## src/verilog/pou_regs.svh

```systemverilog
// register indices, field widths, reset values of the pattern output unit
`ifndef POU_REGS_SVH
`define POU_REGS_SVH
`define POU_IDX_NDB_G3 16'hFFA4
`define POU_IDX_NDA_G1 16'hFFA5
`define POU_IDX_NDB_G2 16'hFFA6
`define POU_IDX_NDA_G0 16'hFFA7
`define POU_IDX_EN_A 16'h0010
`define POU_IDX_EN_B 16'h0011
`define POU_IDX_TSEL 16'h0012
`define POU_IDX_PDA 16'h0013
`define POU_IDX_PDB 16'h0014
`define POU_IDX_DIR_A 16'h0015
`define POU_IDX_DIR_B 16'h0016
`define POU_RST_ND 8'h00
`define POU_RST_EN 8'h00
`define POU_RST_TSEL 8'hFF
`define POU_RST_PD 8'h00
`define POU_RST_DIR 8'h00
`define POU_RSVD_NIB 4'hF
`define POU_RSVD_BYTE 8'hFF
`define POU_SEL_W 2
`define POU_NIB_W 4
`endif

```

## src/verilog/pou_pkg.sv

```systemverilog
// types of the pattern output unit
package pou_pkg;
	typedef logic [7:0] pou_byte_type;
	typedef logic [3:0] pou_nib_type;
	typedef enum logic {
		POU_LAYOUT_SAME,
		POU_LAYOUT_SPLIT
	} pou_layout_type;
endpackage : pou_pkg

```

## src/verilog/pou_trig_if.sv

```systemverilog
// group trigger pulses between selector and port transfer logic
`timescale 1ns/1ps
interface pou_trig_if;
	logic [3:0] grp_trig;
	modport src (output grp_trig);
	modport dst (input grp_trig);
endinterface : pou_trig_if

```

## src/verilog/pou_port_xfer.sv

```systemverilog
// one 8-bit port data register with per-bit next data transfer
`timescale 1ns/1ps
`include "pou_regs.svh"
module pou_port_xfer import pou_pkg::*; #(
	parameter int WIDTH = 8,
	parameter int GRP_LO = 0
) (
	input wire logic sys_clk_in,
	input wire logic rst_n_in,
	input wire logic hw_standby_in,
	input wire logic [WIDTH-1:0] next_in,
	input wire logic [WIDTH-1:0] enable_in,
	input wire logic sw_wr_in,
	input wire logic [WIDTH-1:0] sw_data_in,
	pou_trig_if.dst trig_if,
	output logic [WIDTH-1:0] data_out
);
	logic [WIDTH-1:0] data_ff;
	logic [WIDTH-1:0] nxt_data;
	for (genvar b = 0; b < WIDTH; b++) begin : g_bit
		wire logic trig = trig_if.grp_trig[GRP_LO + b / `POU_NIB_W];
		wire logic take = trig & enable_in[b];
		// enabled bits ignore software writes
		wire logic sw_take = sw_wr_in & ~enable_in[b];
		assign nxt_data[b] = take ? next_in[b] :
			sw_take ? sw_data_in[b] : data_ff[b];
	end
	always_ff @(posedge sys_clk_in or negedge rst_n_in) begin
		if (!rst_n_in) begin
			data_ff <= WIDTH'(`POU_RST_PD);
		end else if (hw_standby_in) begin
			data_ff <= WIDTH'(`POU_RST_PD);
		end else begin
			data_ff <= nxt_data;
		end
	end
	assign data_out = data_ff;
endmodule : pou_port_xfer

```

## src/verilog/pou_top.sv

```systemverilog
// pattern output unit: APB registers, trigger select, port data outputs
//
// Implementation choice: register access over APB.
`timescale 1ns/1ps
`include "pou_regs.svh"
module pou_top import pou_pkg::*; #(
	parameter int ADDR_W = 20
) (
	input wire logic sys_clk_in,
	input wire logic rst_n_in,
	input wire logic hw_standby_in,
	input wire logic psel_in,
	input wire logic penable_in,
	input wire logic pwrite_in,
	input wire logic [ADDR_W-1:0] paddr_in,
	input wire logic [31:0] pwdata_in,
	input wire logic [3:0] pstrb_in,
	output logic [31:0] prdata_out,
	output logic pready_out,
	output logic pslverr_out,
	input wire logic [3:0] cm_a_in,
	output logic [7:0] port_a_out,
	output logic [7:0] port_a_oe_out,
	output logic [7:0] port_b_out,
	output logic [7:0] port_b_oe_out
);
	localparam int IDX_W = ADDR_W - 2;

	pou_byte_type nda_ff, ndb_ff, en_a_ff, en_b_ff, tsel_ff;
	pou_byte_type dir_a_ff, dir_b_ff;
	pou_byte_type rdata_ff;
	logic slverr_ff;
	pou_byte_type pda, pdb;
	pou_layout_type layout_a, layout_b;

	// address decode
	wire logic [IDX_W-1:0] idx = paddr_in[ADDR_W-1:2];
	wire logic hit_b3 = idx == IDX_W'(`POU_IDX_NDB_G3);
	wire logic hit_a1 = idx == IDX_W'(`POU_IDX_NDA_G1);
	wire logic hit_b2 = idx == IDX_W'(`POU_IDX_NDB_G2);
	wire logic hit_a0 = idx == IDX_W'(`POU_IDX_NDA_G0);
	wire logic hit_ena = idx == IDX_W'(`POU_IDX_EN_A);
	wire logic hit_enb = idx == IDX_W'(`POU_IDX_EN_B);
	wire logic hit_tsel = idx == IDX_W'(`POU_IDX_TSEL);
	wire logic hit_pda = idx == IDX_W'(`POU_IDX_PDA);
	wire logic hit_pdb = idx == IDX_W'(`POU_IDX_PDB);
	wire logic hit_dira = idx == IDX_W'(`POU_IDX_DIR_A);
	wire logic hit_dirb = idx == IDX_W'(`POU_IDX_DIR_B);
	wire logic mapped = hit_b3 | hit_a1 | hit_b2 | hit_a0 | hit_ena |
		hit_enb | hit_tsel | hit_pda | hit_pdb | hit_dira | hit_dirb;

	// access phase write, low byte lane only
	wire logic setup = psel_in & ~penable_in;
	wire logic wr = psel_in & penable_in & pwrite_in & pstrb_in[0];
	wire pou_byte_type wd = pwdata_in[7:0];

	// layout follows whether the two groups of a half share a trigger
	assign layout_b = (tsel_ff[7:6] != tsel_ff[5:4]) ?
		POU_LAYOUT_SPLIT : POU_LAYOUT_SAME;
	assign layout_a = (tsel_ff[3:2] != tsel_ff[1:0]) ?
		POU_LAYOUT_SPLIT : POU_LAYOUT_SAME;
	wire logic split_b = layout_b == POU_LAYOUT_SPLIT;
	wire logic split_a = layout_a == POU_LAYOUT_SPLIT;

	// next data: high nibble at first address, low nibble at second if split
	wire pou_nib_type nxt_ndb_hi = (wr & hit_b3) ? wd[7:4] : ndb_ff[7:4];
	wire pou_nib_type nxt_ndb_lo =
		(wr & hit_b3 & ~split_b) ? wd[3:0] :
		(wr & hit_b2 & split_b) ? wd[3:0] : ndb_ff[3:0];
	wire pou_nib_type nxt_nda_hi = (wr & hit_a1) ? wd[7:4] : nda_ff[7:4];
	wire pou_nib_type nxt_nda_lo =
		(wr & hit_a1 & ~split_a) ? wd[3:0] :
		(wr & hit_a0 & split_a) ? wd[3:0] : nda_ff[3:0];
	wire pou_byte_type nxt_ndb = {nxt_ndb_hi, nxt_ndb_lo};
	wire pou_byte_type nxt_nda = {nxt_nda_hi, nxt_nda_lo};

	// read views of the next data addresses
	wire pou_byte_type rd_b3 = split_b ?
		{ndb_ff[7:4], `POU_RSVD_NIB} : ndb_ff;
	wire pou_byte_type rd_b2 = split_b ?
		{`POU_RSVD_NIB, ndb_ff[3:0]} : `POU_RSVD_BYTE;
	wire pou_byte_type rd_a1 = split_a ?
		{nda_ff[7:4], `POU_RSVD_NIB} : nda_ff;
	wire pou_byte_type rd_a0 = split_a ?
		{`POU_RSVD_NIB, nda_ff[3:0]} : `POU_RSVD_BYTE;
	wire pou_byte_type nxt_rdata =
		hit_b3 ? rd_b3 :
		hit_b2 ? rd_b2 :
		hit_a1 ? rd_a1 :
		hit_a0 ? rd_a0 :
		hit_ena ? en_a_ff :
		hit_enb ? en_b_ff :
		hit_tsel ? tsel_ff :
		hit_pda ? pda :
		hit_pdb ? pdb :
		hit_dira ? dir_a_ff :
		hit_dirb ? dir_b_ff : 8'h00;

	always_ff @(posedge sys_clk_in or negedge rst_n_in) begin
		if (!rst_n_in) begin
			nda_ff <= `POU_RST_ND;
			ndb_ff <= `POU_RST_ND;
		end else if (hw_standby_in) begin
			nda_ff <= `POU_RST_ND;
			ndb_ff <= `POU_RST_ND;
		end else begin
			nda_ff <= nxt_nda;
			ndb_ff <= nxt_ndb;
		end
	end

	always_ff @(posedge sys_clk_in or negedge rst_n_in) begin
		if (!rst_n_in) begin
			en_a_ff <= `POU_RST_EN;
			en_b_ff <= `POU_RST_EN;
			tsel_ff <= `POU_RST_TSEL;
		end else if (hw_standby_in) begin
			en_a_ff <= `POU_RST_EN;
			en_b_ff <= `POU_RST_EN;
			tsel_ff <= `POU_RST_TSEL;
		end else begin
			en_a_ff <= (wr & hit_ena) ? wd : en_a_ff;
			en_b_ff <= (wr & hit_enb) ? wd : en_b_ff;
			tsel_ff <= (wr & hit_tsel) ? wd : tsel_ff;
		end
	end

	always_ff @(posedge sys_clk_in or negedge rst_n_in) begin
		if (!rst_n_in) begin
			dir_a_ff <= `POU_RST_DIR;
			dir_b_ff <= `POU_RST_DIR;
		end else if (hw_standby_in) begin
			dir_a_ff <= `POU_RST_DIR;
			dir_b_ff <= `POU_RST_DIR;
		end else begin
			dir_a_ff <= (wr & hit_dira) ? wd : dir_a_ff;
			dir_b_ff <= (wr & hit_dirb) ? wd : dir_b_ff;
		end
	end

	// read data captured in setup, presented during access
	always_ff @(posedge sys_clk_in or negedge rst_n_in) begin
		if (!rst_n_in) begin
			rdata_ff <= 8'h00;
			slverr_ff <= 1'b0;
		end else if (setup) begin
			rdata_ff <= pwrite_in ? 8'h00 : nxt_rdata;
			slverr_ff <= ~mapped;
		end
	end

	pou_trig_if trig_if ();

	pou_trig_sel #(.GROUPS(4), .CHANNELS(4)) u_trig_sel (
		.sel_in(tsel_ff),
		.cm_a_in(cm_a_in),
		.trig_if(trig_if.src)
	);

	pou_port_xfer #(.WIDTH(8), .GRP_LO(0)) u_port_a (
		.sys_clk_in(sys_clk_in),
		.rst_n_in(rst_n_in),
		.hw_standby_in(hw_standby_in),
		.next_in(nda_ff),
		.enable_in(en_a_ff),
		.sw_wr_in(wr & hit_pda),
		.sw_data_in(wd),
		.trig_if(trig_if.dst),
		.data_out(pda)
	);

	pou_port_xfer #(.WIDTH(8), .GRP_LO(2)) u_port_b (
		.sys_clk_in(sys_clk_in),
		.rst_n_in(rst_n_in),
		.hw_standby_in(hw_standby_in),
		.next_in(ndb_ff),
		.enable_in(en_b_ff),
		.sw_wr_in(wr & hit_pdb),
		.sw_data_in(wd),
		.trig_if(trig_if.dst),
		.data_out(pdb)
	);

	// pin drives the port data whenever its direction bit is set
	assign port_a_out = pda;
	assign port_b_out = pdb;
	assign port_a_oe_out = dir_a_ff;
	assign port_b_oe_out = dir_b_ff;

	assign pready_out = psel_in & penable_in;
	assign pslverr_out = psel_in & penable_in & slverr_ff;
	assign prdata_out = {24'h000000, rdata_ff};
endmodule : pou_top

```

## src/verilog/pou_trig_sel.sv

```systemverilog
// per-group compare match trigger selection
`timescale 1ns/1ps
`include "pou_regs.svh"
module pou_trig_sel import pou_pkg::*; #(
	parameter int GROUPS = 4,
	parameter int CHANNELS = 4
) (
	input wire logic [2*GROUPS-1:0] sel_in,
	input wire logic [CHANNELS-1:0] cm_a_in,
	pou_trig_if.src trig_if
);
	// group g follows channel sel[2g+1:2g]
	for (genvar g = 0; g < GROUPS; g++) begin : g_grp
		wire logic [`POU_SEL_W-1:0] ch_sel = sel_in[2*g +: `POU_SEL_W];
		assign trig_if.grp_trig[g] = cm_a_in[ch_sel];
	end
endmodule : pou_trig_sel
```

## config.mk

```make
export PLATFORM = sky130hd
export DESIGN_NAME = pou_top
export DESIGN_NICKNAME = d
export VERILOG_FILES = /design/src/verilog/pou_pkg.sv /design/src/verilog/pou_trig_if.sv /design/src/verilog/pou_port_xfer.sv /design/src/verilog/pou_top.sv /design/src/verilog/pou_trig_sel.sv
export VERILOG_INCLUDE_DIRS = /design/src /design/src/verilog
export SDC_FILE = /design/constraint.sdc
export NUM_CORES = 1
export LEC_CHECK = 0
export BUFFER_PORTS_ARGS = -buffer_cell sky130_fd_sc_hd__buf_2
export CAP_MARGIN = 20
export CELL_PAD_IN_SITES_DETAIL_PLACEMENT = 1
export CELL_PAD_IN_SITES_GLOBAL_PLACEMENT = 1
export CORE_MARGIN = 2
export CORE_UTILIZATION = 37
export CTS_CLUSTER_DIAMETER = 60
export DETAILED_ROUTE_END_ITERATION = 7
export PLACE_DENSITY = 0.85
export SLEW_MARGIN = 20
export SYNTH_ARGS = -nofsm -noshare
export SYNTH_HDL_FRONTEND = slang
export SYNTH_SLANG_ARGS = --single-unit
```

## constraint.sdc

```tcl
create_clock -name sys_clk_in -period 1.58 [get_ports sys_clk_in]
set_input_delay 0.395 -clock sys_clk_in [delete_from_list [all_inputs] [get_ports sys_clk_in]]
set_output_delay 0.395 -clock sys_clk_in [all_outputs]
set_load 0.02 [all_outputs]
```

==> results of run 1 <==
-- power groups by stage --
stage          Clock, W  Sequential (W)  Combinational (W)
4_1_cts         0.00261         0.00209           0.000595
6_report        0.00266         0.00209           0.000662
3_5_place_dp          0         0.00212           0.000553
5_1_grt         0.00271         0.00209           0.000694
2_1_floorplan         0         0.00213           0.000313
3_3_place_gp          0         0.00212           0.000531
-- logic make-up (layout without fill, tap and decap cells) --
| kind of cell | count (synthesis) | after routing | share of synthesized area |
|---|---|---|---|
| and+or+nand+nor | 167 | 169 | 0.1774 |
| other | 1 | 24 | 0.0007512 |
| buffers and inverters | 65 | 215 | 0.07569 |
| muxes | 74 | 74 | 0.1794 |
| AOI/OAI and AO/OA | 109 | 109 | 0.1516 |
| xor gates and xnor gates | 4 | 4 | 0.007017 |
| DFF | 81 | 81 | 0.4080 |
-- cell usage in the layout (no fill, tap or decap), drive strengths merged, types with 5 or more instances in the layout --
cell / instances
nand4: 6
nor2b: 12
mux2: 18
dfrtp: 73
dfstp: 8
nor4: 8
nand2b: 5
o21ai: 12
conb: 24
a31oi: 7
buf: 186
mux4: 10
clkbuf: 13
nand3: 22
inv: 9
o21a: 15
mux2i: 46
nor2: 53
o31a: 5
nand2: 40
a211o: 9
a21oi: 28
nor3: 7
-- Yosys cell counts (all sizes together), types with 8 or more instances --
library cell  count  share of area
a211o             9          0.016
a21oi            28          0.028
buf              38          0.055
clkbuf           17          0.013
dfrtp            73           0.37
dfstp             8          0.042
inv               9         0.0068
mux2             18          0.042
mux2i            46          0.092
mux4             10          0.045
nand2            40          0.030
nand3            22          0.022
nor2             53          0.041
nor2b            12          0.015
nor4              8          0.019
o21a             15          0.023
o21ai            12          0.012
-- area by class of cell --
cell class | count | area (um^2)
Sequential cell | 81 | 2037
Inverter | 10 | 37.54
Clock buffer | 11 | 232.7
Clock inverter | 5 | 127.6
Fill cell | 1417 | 5939
Timing Repair Buffer | 189 | 1473
Tap cell | 176 | 220.2
Multi-Input combinational cell | 380 | 3123
-- registers in the layout, indices dropped and copies added, names as in the netlist --
name,count
en_b_ff,8
nda_ff,8
en_a_ff,8
tsel_ff,8
port_b_oe_out,8
rdata_ff,8
ndb_ff,8
u_port_a.data_out,8
port_a_oe_out,8
u_port_b.data_out,8
slverr_ff,1
-- metal layers --
| metal | wire length (um) | global-route usage | share of wire | vias to the layer above |
|---|---|---|---|---|
| met5 | 0 | 0 | 0 | - |
| met4 | 1377 | 0.1434 | 0.057 | 0 |
| met3 | 2075 | 0.06321 | 0.086 | 123 |
| li1 | - | - | - | 2125 |
| met1 | 8951 | 0.3678 | 0.37 | 2662 |
| met2 | 11610 | 0.5121 | 0.48 | 420 |
-- worst register-to-register path: stages, from the launching register on --
cell,delay (ns)
sky130_fd_sc_hd__dfstp_2,0.60
sky130_fd_sc_hd__mux4_2,0.65
sky130_fd_sc_hd__mux2i_1,0.29
sky130_fd_sc_hd__a21oi_1,0.12
sky130_fd_sc_hd__o21a_1,0.14
-- final timing paths --
kind | startpoint | end | slack, ns
setup / recovery | tsel_ff[4]$_DFFE_PN1P_ | u_port_b.data_out[1]$_DFFE_PN0P_ | -0.34
hold / removal | pwdata_in[1] | en_b_ff[1]$_DFFE_PN0P_ | 0.43
setup reg to reg | tsel_ff[4]$_DFFE_PN1P_ | u_port_b.data_out[1]$_DFFE_PN0P_ | -0.34
hold reg to reg | rdata_ff[1]$_DFFE_PN0P_ | rdata_ff[1]$_DFFE_PN0P_ | 0.50
max in group asynchronous | rst_n_in | en_a_ff[5]$_DFFE_PN0P_ | 0.43
min in group asynchronous | rst_n_in | u_port_b.data_out[1]$_DFFE_PN0P_ | 0.53
-- through the flow --
step                setup slack [ns]  instance area (um^2)  instances
finish                       -0.3383                  7251        852
global route                 -0.3783                  7251        852
CTS                          -0.2298                  6859        838
detailed placement           -0.6669                  6123        804
global placement             -0.4787                  6123        804
floorplan                    -0.3956                  5211        524
-- timing repair --
action / in CTS / in global routing
gates cloned: 2 / 1
endpoints found under the hold margin: 15 / 0
gates resized for setup: 57 / 62
buffers inserted: 15 / 15
pin swaps: 30 / 32
hold buffers: 1 / 0
setup endpoints to repair: 77 / 80
==> impl_metrics.xml, run 1 <==
<?xml version="1.0" encoding="UTF-8"?>
<metrics>
  <group name="outcome">
    <metric name="outcome" unit="">complete, but fails checks</metric>
    <metric name="violations" unit="">setup timing</metric>
  </group>
  <group name="power">
    <metric name="combPwrFrac" unit="">0.122</metric>
    <metric name="internal_power" unit="W">0.004026</metric>
    <metric name="p_sw" unit="W">0.001377</metric>
    <metric name="power.switching_fraction" unit="">0.2549</metric>
    <metric name="totalPowerFinal" unit="W">0.005403</metric>
    <metric name="peakVddDrop" unit="V">0.0005341</metric>
    <metric name="part_of_the_power_in_the_clock_network" unit="">0.492</metric>
    <metric name="pwr-share-seq" unit="">0.386</metric>
    <metric name="power-per-cell-area" unit="nW/um^2">745.2</metric>
    <metric name="p_leak" unit="nW">3.324</metric>
  </group>
  <group name="timing">
    <metric name="setup_slack" unit="ns">-0.3383</metric>
    <metric name="finalHoldViolCount" unit="">0</metric>
    <metric name="fin_hold_ws" unit="ns">0.4315</metric>
    <metric name="fmax" unit="MHz">521.3</metric>
    <metric name="rsz0062_at_grt" unit="">yes</metric>
    <metric name="final.setup.tns" unit="ns">-12.21</metric>
    <metric name="fin_crit_sh" unit="">1.214</metric>
    <metric name="drv_slew" unit="">0</metric>
    <metric name="final.min_clock_period" unit="ns">1.918</metric>
    <metric name="setup_viol" unit="">78</metric>
    <metric name="clock_skew" unit="ns">0.01124</metric>
  </group>
  <group name="die">
    <metric name="design.die.area" unit="um^2">14440</metric>
    <metric name="top_level_ports" unit="">132</metric>
    <metric name="floorplan.rows" unit="">42</metric>
    <metric name="core" unit="um^2">13190</metric>
    <metric name="initial_core_util" unit="">0.3785</metric>
    <metric name="die_extent_in_y" unit="um">120.2</metric>
    <metric name="fp.dieW" unit="um">120.2</metric>
  </group>
  <group name="worst_setup_path">
    <metric name="crit_chain" unit="">mux4_2 -&gt; mux2i_1 -&gt; a21oi_1 -&gt; o21a_1</metric>
    <metric name="cp-end-kind" unit="">flip-flop</metric>
    <metric name="worst_r2r_path_depth" unit="">4</metric>
    <metric name="critical_path.startpoint_type" unit="">flip-flop</metric>
    <metric name="worst_path_top_cell_family_by_delay" unit="">multiplexers</metric>
    <metric name="slowest_stage" unit="">sky130_fd_sc_hd__mux4_2</metric>
    <metric name="cp_data_arrival_time" unit="ns">2.15</metric>
    <metric name="slowest_delay" unit="ns">0.65</metric>
    <metric name="worst-path-stages" unit="">4</metric>
    <metric name="path_max_fanout" unit="">4</metric>
    <metric name="cp_num_buf_inv" unit="">0</metric>
    <metric name="worstSetupPathType" unit="">flip-flop to flip-flop</metric>
    <metric name="critical_path_required" unit="ns">1.82</metric>
  </group>
  <group name="synth">
    <metric name="postSynthRegisterBits" unit="">81</metric>
    <metric name="synthFlopType" unit="">sky130_fd_sc_hd__dfrtp_1</metric>
    <metric name="synth.distinct_cells" unit="">59</metric>
    <metric name="asr_flop_ratio_synth" unit="">1.000</metric>
    <metric name="mean_area_per_synthesized_cell" unit="um^2">9.965</metric>
    <metric name="syn-cell-area" unit="um^2">4992</metric>
    <metric name="yosys_warnings" unit="">0</metric>
    <metric name="synth_edf_count" unit="">0</metric>
    <metric name="syn_inst" unit="">501</metric>
    <metric name="synth-seq-area-share" unit="">0.4080</metric>
  </group>
  <group name="drt">
    <metric name="dr.pass1.iters" unit="">7</metric>
    <metric name="ant_nets" unit="">0</metric>
    <metric name="wire_per_inst" unit="um">28.18</metric>
    <metric name="total_wirelength" unit="um">24010</metric>
    <metric name="detailedRoute.firstIterationViolations" unit="">553</metric>
    <metric name="drc" unit="">0</metric>
    <metric name="drt-vias-per-instance" unit="">6.256</metric>
    <metric name="route.vias.total" unit="">5330</metric>
  </group>
  <group name="clock_network">
    <metric name="ctsHtreeMaxLevel" unit="">3</metric>
    <metric name="clock-root-buffer" unit="">sky130_fd_sc_hd__clkbuf_16</metric>
    <metric name="clock_insertion_delay_worst_skew" unit="ns">0.35</metric>
    <metric name="numCtsBuffers" unit="">9</metric>
    <metric name="worst_setup_hold_path_clk_slew" unit="ns">0.07</metric>
    <metric name="clockBufferDepth" unit="">2</metric>
    <metric name="tritoncts_clock_tree" unit="">yes</metric>
    <metric name="cts_sinks" unit="">81</metric>
  </group>
  <group name="global_route">
    <metric name="first_global_vias" unit="">5403</metric>
    <metric name="overflow" unit="">0</metric>
    <metric name="grt_pass1_wl" unit="um">32710</metric>
    <metric name="grt_start_max_net_pins" unit="">57</metric>
    <metric name="gr-usage-all-layers" unit="">0.3027</metric>
    <metric name="antenna_violations_before_repair" unit="">0</metric>
  </group>
  <group name="worst_hold_path">
    <metric name="min_path_cells" unit="">3</metric>
    <metric name="hp-class" unit="">primary input to flip-flop</metric>
  </group>
  <group name="place">
    <metric name="detailed_placement_wirelength_estimate" unit="um">13440</metric>
    <metric name="io_buffers" unit="">78</metric>
    <metric name="gpl.final_weighted_congestion" unit="">0.9308</metric>
  </group>
  <group name="final_layout">
    <metric name="drive_above_1_share" unit="">0.4556</metric>
    <metric name="fin_nets" unit="">737</metric>
    <metric name="area_added_between_synthesis_and_finish" unit="%">45.24</metric>
    <metric name="finish.utilization" unit="">0.5497</metric>
    <metric name="antenna_cells" unit="">0</metric>
  </group>
  <group name="run">
    <metric name="maxCapViolCount" unit="">0</metric>
  </group>
</metrics>
No activity file was read; power rests on OpenSTA's default activity.
==> run 2: changes to the inputs <==
--- a/config.mk
+++ b/config.mk
@@ -10,11 +10,13 @@
 export CAP_MARGIN = 20
 export CELL_PAD_IN_SITES_DETAIL_PLACEMENT = 1
 export CELL_PAD_IN_SITES_GLOBAL_PLACEMENT = 1
+export CORE_ASPECT_RATIO = 1.2
 export CORE_MARGIN = 2
 export CORE_UTILIZATION = 37
+export CTS_BUF_LIST = sky130_fd_sc_hd__clkbuf_4 sky130_fd_sc_hd__clkbuf_8 sky130_fd_sc_hd__clkbuf_16
 export CTS_CLUSTER_DIAMETER = 60
 export DETAILED_ROUTE_END_ITERATION = 7
-export PLACE_DENSITY = 0.85
+export PLACE_DENSITY_LB_ADDON = 0.1
 export SLEW_MARGIN = 20
 export SYNTH_ARGS = -nofsm -noshare
 export SYNTH_HDL_FRONTEND = slang
==> run 2 against run 1 <==
Net effect: the run still ends with setup timing left; first-iteration DRC count down 70%; largest cell class unchanged; register-to-register slack improved by 0.06 ns; non-clock buffer count is the same; highest routed layer unchanged; largest power group is now registers.
==> impl_metrics.xml, run 2 (synthesis results as in run 1) <==
<?xml version="1.0" encoding="UTF-8"?>
<metrics>
  <group name="outcome">
    <metric name="outcome" unit="">complete, but fails checks</metric>
    <metric name="violations" unit="">setup timing</metric>
  </group>
  <group name="global_route">
    <metric name="grt_pass1_wl" unit="um">28050</metric>
    <metric name="first_global_vias" unit="">5039</metric>
    <metric name="antenna_violations_before_repair" unit="">0</metric>
    <metric name="overflow" unit="">0</metric>
    <metric name="grt_start_max_net_pins" unit="">48</metric>
    <metric name="gr-usage-all-layers" unit="">0.2558</metric>
  </group>
  <group name="power">
    <metric name="power-per-cell-area" unit="nW/um^2">681.1</metric>
    <metric name="peakVddDrop" unit="V">0.0003918</metric>
    <metric name="totalPowerFinal" unit="W">0.004755</metric>
    <metric name="p_leak" unit="nW">3.291</metric>
  </group>
  <group name="clock_network">
    <metric name="ctsHtreeMaxLevel" unit="">3</metric>
    <metric name="numCtsBuffers" unit="">9</metric>
    <metric name="worst_setup_hold_path_clk_slew" unit="ns">0.06</metric>
    <metric name="clockBufferDepth" unit="">2</metric>
    <metric name="tritoncts_clock_tree" unit="">yes</metric>
    <metric name="clock_insertion_delay_worst_skew" unit="ns">0.34</metric>
    <metric name="clock-root-buffer" unit="">sky130_fd_sc_hd__clkbuf_16</metric>
    <metric name="cts_sinks" unit="">81</metric>
  </group>
  <group name="drt">
    <metric name="ant_nets" unit="">0</metric>
    <metric name="drt-vias-per-instance" unit="">5.527</metric>
    <metric name="route.vias.total" unit="">4659</metric>
    <metric name="dr.pass1.iters" unit="">4</metric>
    <metric name="total_wirelength" unit="um">18030</metric>
    <metric name="drc" unit="">0</metric>
    <metric name="detailedRoute.firstIterationViolations" unit="">168</metric>
    <metric name="wire_per_inst" unit="um">21.38</metric>
  </group>
  <group name="die">
    <metric name="initial_core_util" unit="">0.3788</metric>
    <metric name="core" unit="um^2">13180</metric>
    <metric name="fp.dieW" unit="um">110.0</metric>
    <metric name="top_level_ports" unit="">132</metric>
    <metric name="floorplan.rows" unit="">46</metric>
    <metric name="design.die.area" unit="um^2">14440</metric>
    <metric name="die_extent_in_y" unit="um">131.2</metric>
  </group>
  <group name="final_layout">
    <metric name="antenna_cells" unit="">0</metric>
    <metric name="instances_no_fill" unit="">843</metric>
    <metric name="area_added_between_synthesis_and_finish" unit="%">39.85</metric>
    <metric name="most_common_cell_after_layout_fill_and_taps_aside" unit="">sky130_fd_sc_hd__buf_4</metric>
    <metric name="drive_above_1_share" unit="">0.4178</metric>
    <metric name="fin_nets" unit="">736</metric>
    <metric name="final_cell_mix" unit="">87 x sky130_fd_sc_hd__buf_4, 73 x sky130_fd_sc_hd__dfrtp_1, 69 x sky130_fd_sc_hd__buf_2, 49 x sky130_fd_sc_hd__nor2_1, 46 x sky130_fd_sc_hd__mux2i_1</metric>
  </group>
  <group name="worst_setup_path">
    <metric name="worst_path_top_cell_family_by_delay" unit="">multiplexers</metric>
    <metric name="worst_r2r_path_depth" unit="">5</metric>
    <metric name="critical_path_required" unit="ns">1.86</metric>
    <metric name="path_max_fanout" unit="">4</metric>
    <metric name="cp-end-kind" unit="">flip-flop</metric>
    <metric name="slowest_delay" unit="ns">0.61</metric>
    <metric name="critical_path.reg2reg.startpoint" unit="">tsel_ff[4]$_DFFE_PN1P_</metric>
    <metric name="worstReg2RegEnd" unit="">u_port_b.data_out[2]$_DFFE_PN0P_</metric>
    <metric name="cp_num_buf_inv" unit="">1</metric>
    <metric name="cp_data_arrival_time" unit="ns">2.13</metric>
    <metric name="worst-r2r-setup-slack" unit="ns">-0.28</metric>
    <metric name="slowest_stage" unit="">sky130_fd_sc_hd__mux4_2</metric>
    <metric name="worstSetupPathType" unit="">flip-flop to flip-flop</metric>
    <metric name="critical_path.startpoint_type" unit="">flip-flop</metric>
    <metric name="crit_chain" unit="">buf_6 -&gt; mux4_2 -&gt; mux2i_1 -&gt; a21oi_1 -&gt; o21a_1</metric>
  </group>
  <group name="timing">
    <metric name="setup_slack" unit="ns">-0.2793</metric>
    <metric name="clock_skew" unit="ns">0.008455</metric>
    <metric name="final.min_clock_period" unit="ns">1.859</metric>
    <metric name="finalHoldViolCount" unit="">0</metric>
    <metric name="fin_crit_sh" unit="">1.177</metric>
    <metric name="fmax" unit="MHz">537.8</metric>
    <metric name="fin_hold_ws" unit="ns">0.4210</metric>
    <metric name="drv_slew" unit="">0</metric>
    <metric name="setup_viol" unit="">43</metric>
    <metric name="rsz0062_at_grt" unit="">yes</metric>
  </group>
  <group name="place">
    <metric name="worst_slack_at_placement" unit="ns">-0.6412</metric>
    <metric name="gpl.final_weighted_congestion" unit="">0.8262</metric>
    <metric name="io_buffers" unit="">78</metric>
    <metric name="placedCellCount" unit="">812</metric>
    <metric name="detailed_placement_wirelength_estimate" unit="um">13290</metric>
  </group>
  <group name="worst_hold_path">
    <metric name="min_path_cells" unit="">3</metric>
    <metric name="min_to" unit="">en_a_ff[3]$_DFFE_PN0P_</metric>
    <metric name="min_from" unit="">pwdata_in[3]</metric>
    <metric name="hp-class" unit="">primary input to flip-flop</metric>
  </group>
  <group name="run">
    <metric name="maxCapViolCount" unit="">0</metric>
  </group>
</metrics>
==> run 2: changes by cell type in the layout (fill, tap and decap cells not counted), moves of 4 or more <==
| cell | previous run | this run |
|---|---|---|
| sky130_fd_sc_hd__nand2_1 | 30 | 36 |
| sky130_fd_sc_hd__nand2_2 | 7 | 3 |
| sky130_fd_sc_hd__mux2i_1 | 37 | 46 |
| sky130_fd_sc_hd__buf_12 | 5 | 9 |
| sky130_fd_sc_hd__mux2i_2 | 8 | 0 |
| sky130_fd_sc_hd__bufinv_16 | 4 | 0 |
| sky130_fd_sc_hd__buf_6 | 29 | 19 |
| sky130_fd_sc_hd__buf_4 | 81 | 87 |
==> run 2: how the worst max path moves through the flow <==
stage	start	endpoint	slack, ns	depth (start not counted)
floorplan	paddr_in[13]	u_port_a.data_out[0]$_DFFE_PN0P_	-0.40	7
global placement	paddr_in[8]	u_port_a.data_out[2]$_DFFE_PN0P_	-0.49	7
detailed placement	paddr_in[5]	u_port_a.data_out[5]$_DFFE_PN0P_	-0.64	7
CTS	tsel_ff[4]$_DFFE_PN1P_	u_port_b.data_out[2]$_DFFE_PN0P_	-0.28	5
global route	tsel_ff[4]$_DFFE_PN1P_	u_port_b.data_out[2]$_DFFE_PN0P_	-0.35	5
finish	tsel_ff[4]$_DFFE_PN1P_	u_port_b.data_out[2]$_DFFE_PN0P_	-0.28	5
==> run 2: layer usage <==
metal  wire [um]  share of wire  track usage  up-vias
met4         549          0.030      0.09564        0
met1        8003           0.44       0.3470     2377
met5           0              0            0        -
met3         610          0.034      0.03770       39
li1            -              -            -     2133
met2        8864           0.49       0.4087      110
==> run 2: cell type report <==
type	instances	area (um^2)
clock buffer	12	260.3
timing repair buffer	189	1468
fill	1475	6198
clock inverter	4	27.53
sequential	81	2037
inverter	10	37.54
tap	168	210.2
multi-input combinational	379	2942
==> run 2: worst reg2reg max path, stage by stage, from the launching register on <==
cell                      delay [ns]
sky130_fd_sc_hd__dfstp_2        0.59
sky130_fd_sc_hd__buf_6          0.11
sky130_fd_sc_hd__mux4_2         0.61
sky130_fd_sc_hd__mux2i_1        0.17
sky130_fd_sc_hd__a21oi_1        0.16
sky130_fd_sc_hd__o21a_1         0.15
==> run 2: what timing repair did <==
| item | CTS | global route |
|---|---|---|
| endpoints found under the setup margin | 70 | 74 |
| pin swaps | 28 | 17 |
| buffers inserted | 10 | 7 |
| hold buffers | 1 | 0 |
| hold endpoints to repair | 17 | 0 |
| resized for setup | 39 | 22 |
| gates cloned | 2 | 0 |
==> run 2: metrics by stage <==
stage	instance area [um^2]	util	TNS (ns)
final	6982	0.5297	-5.219
after global routing	6982	0.5297	-8.511
after CTS	6832	0.5183	-6.104
after detailed placement	6284	0.4767	-34.80
after global placement	6284	0.4767	-28.27
after floorplan	5211	-	-7.414
==> run 2: report_power, final <==
group	total (W)	internal, W	switching (W)	leakage [nW]
Clock	0.00205	0.00117	0.000885	0.134
Combinational	0.000617	0.000236	0.000382	2.06
Sequential	0.00209	0.00208	0.00000411	1.10
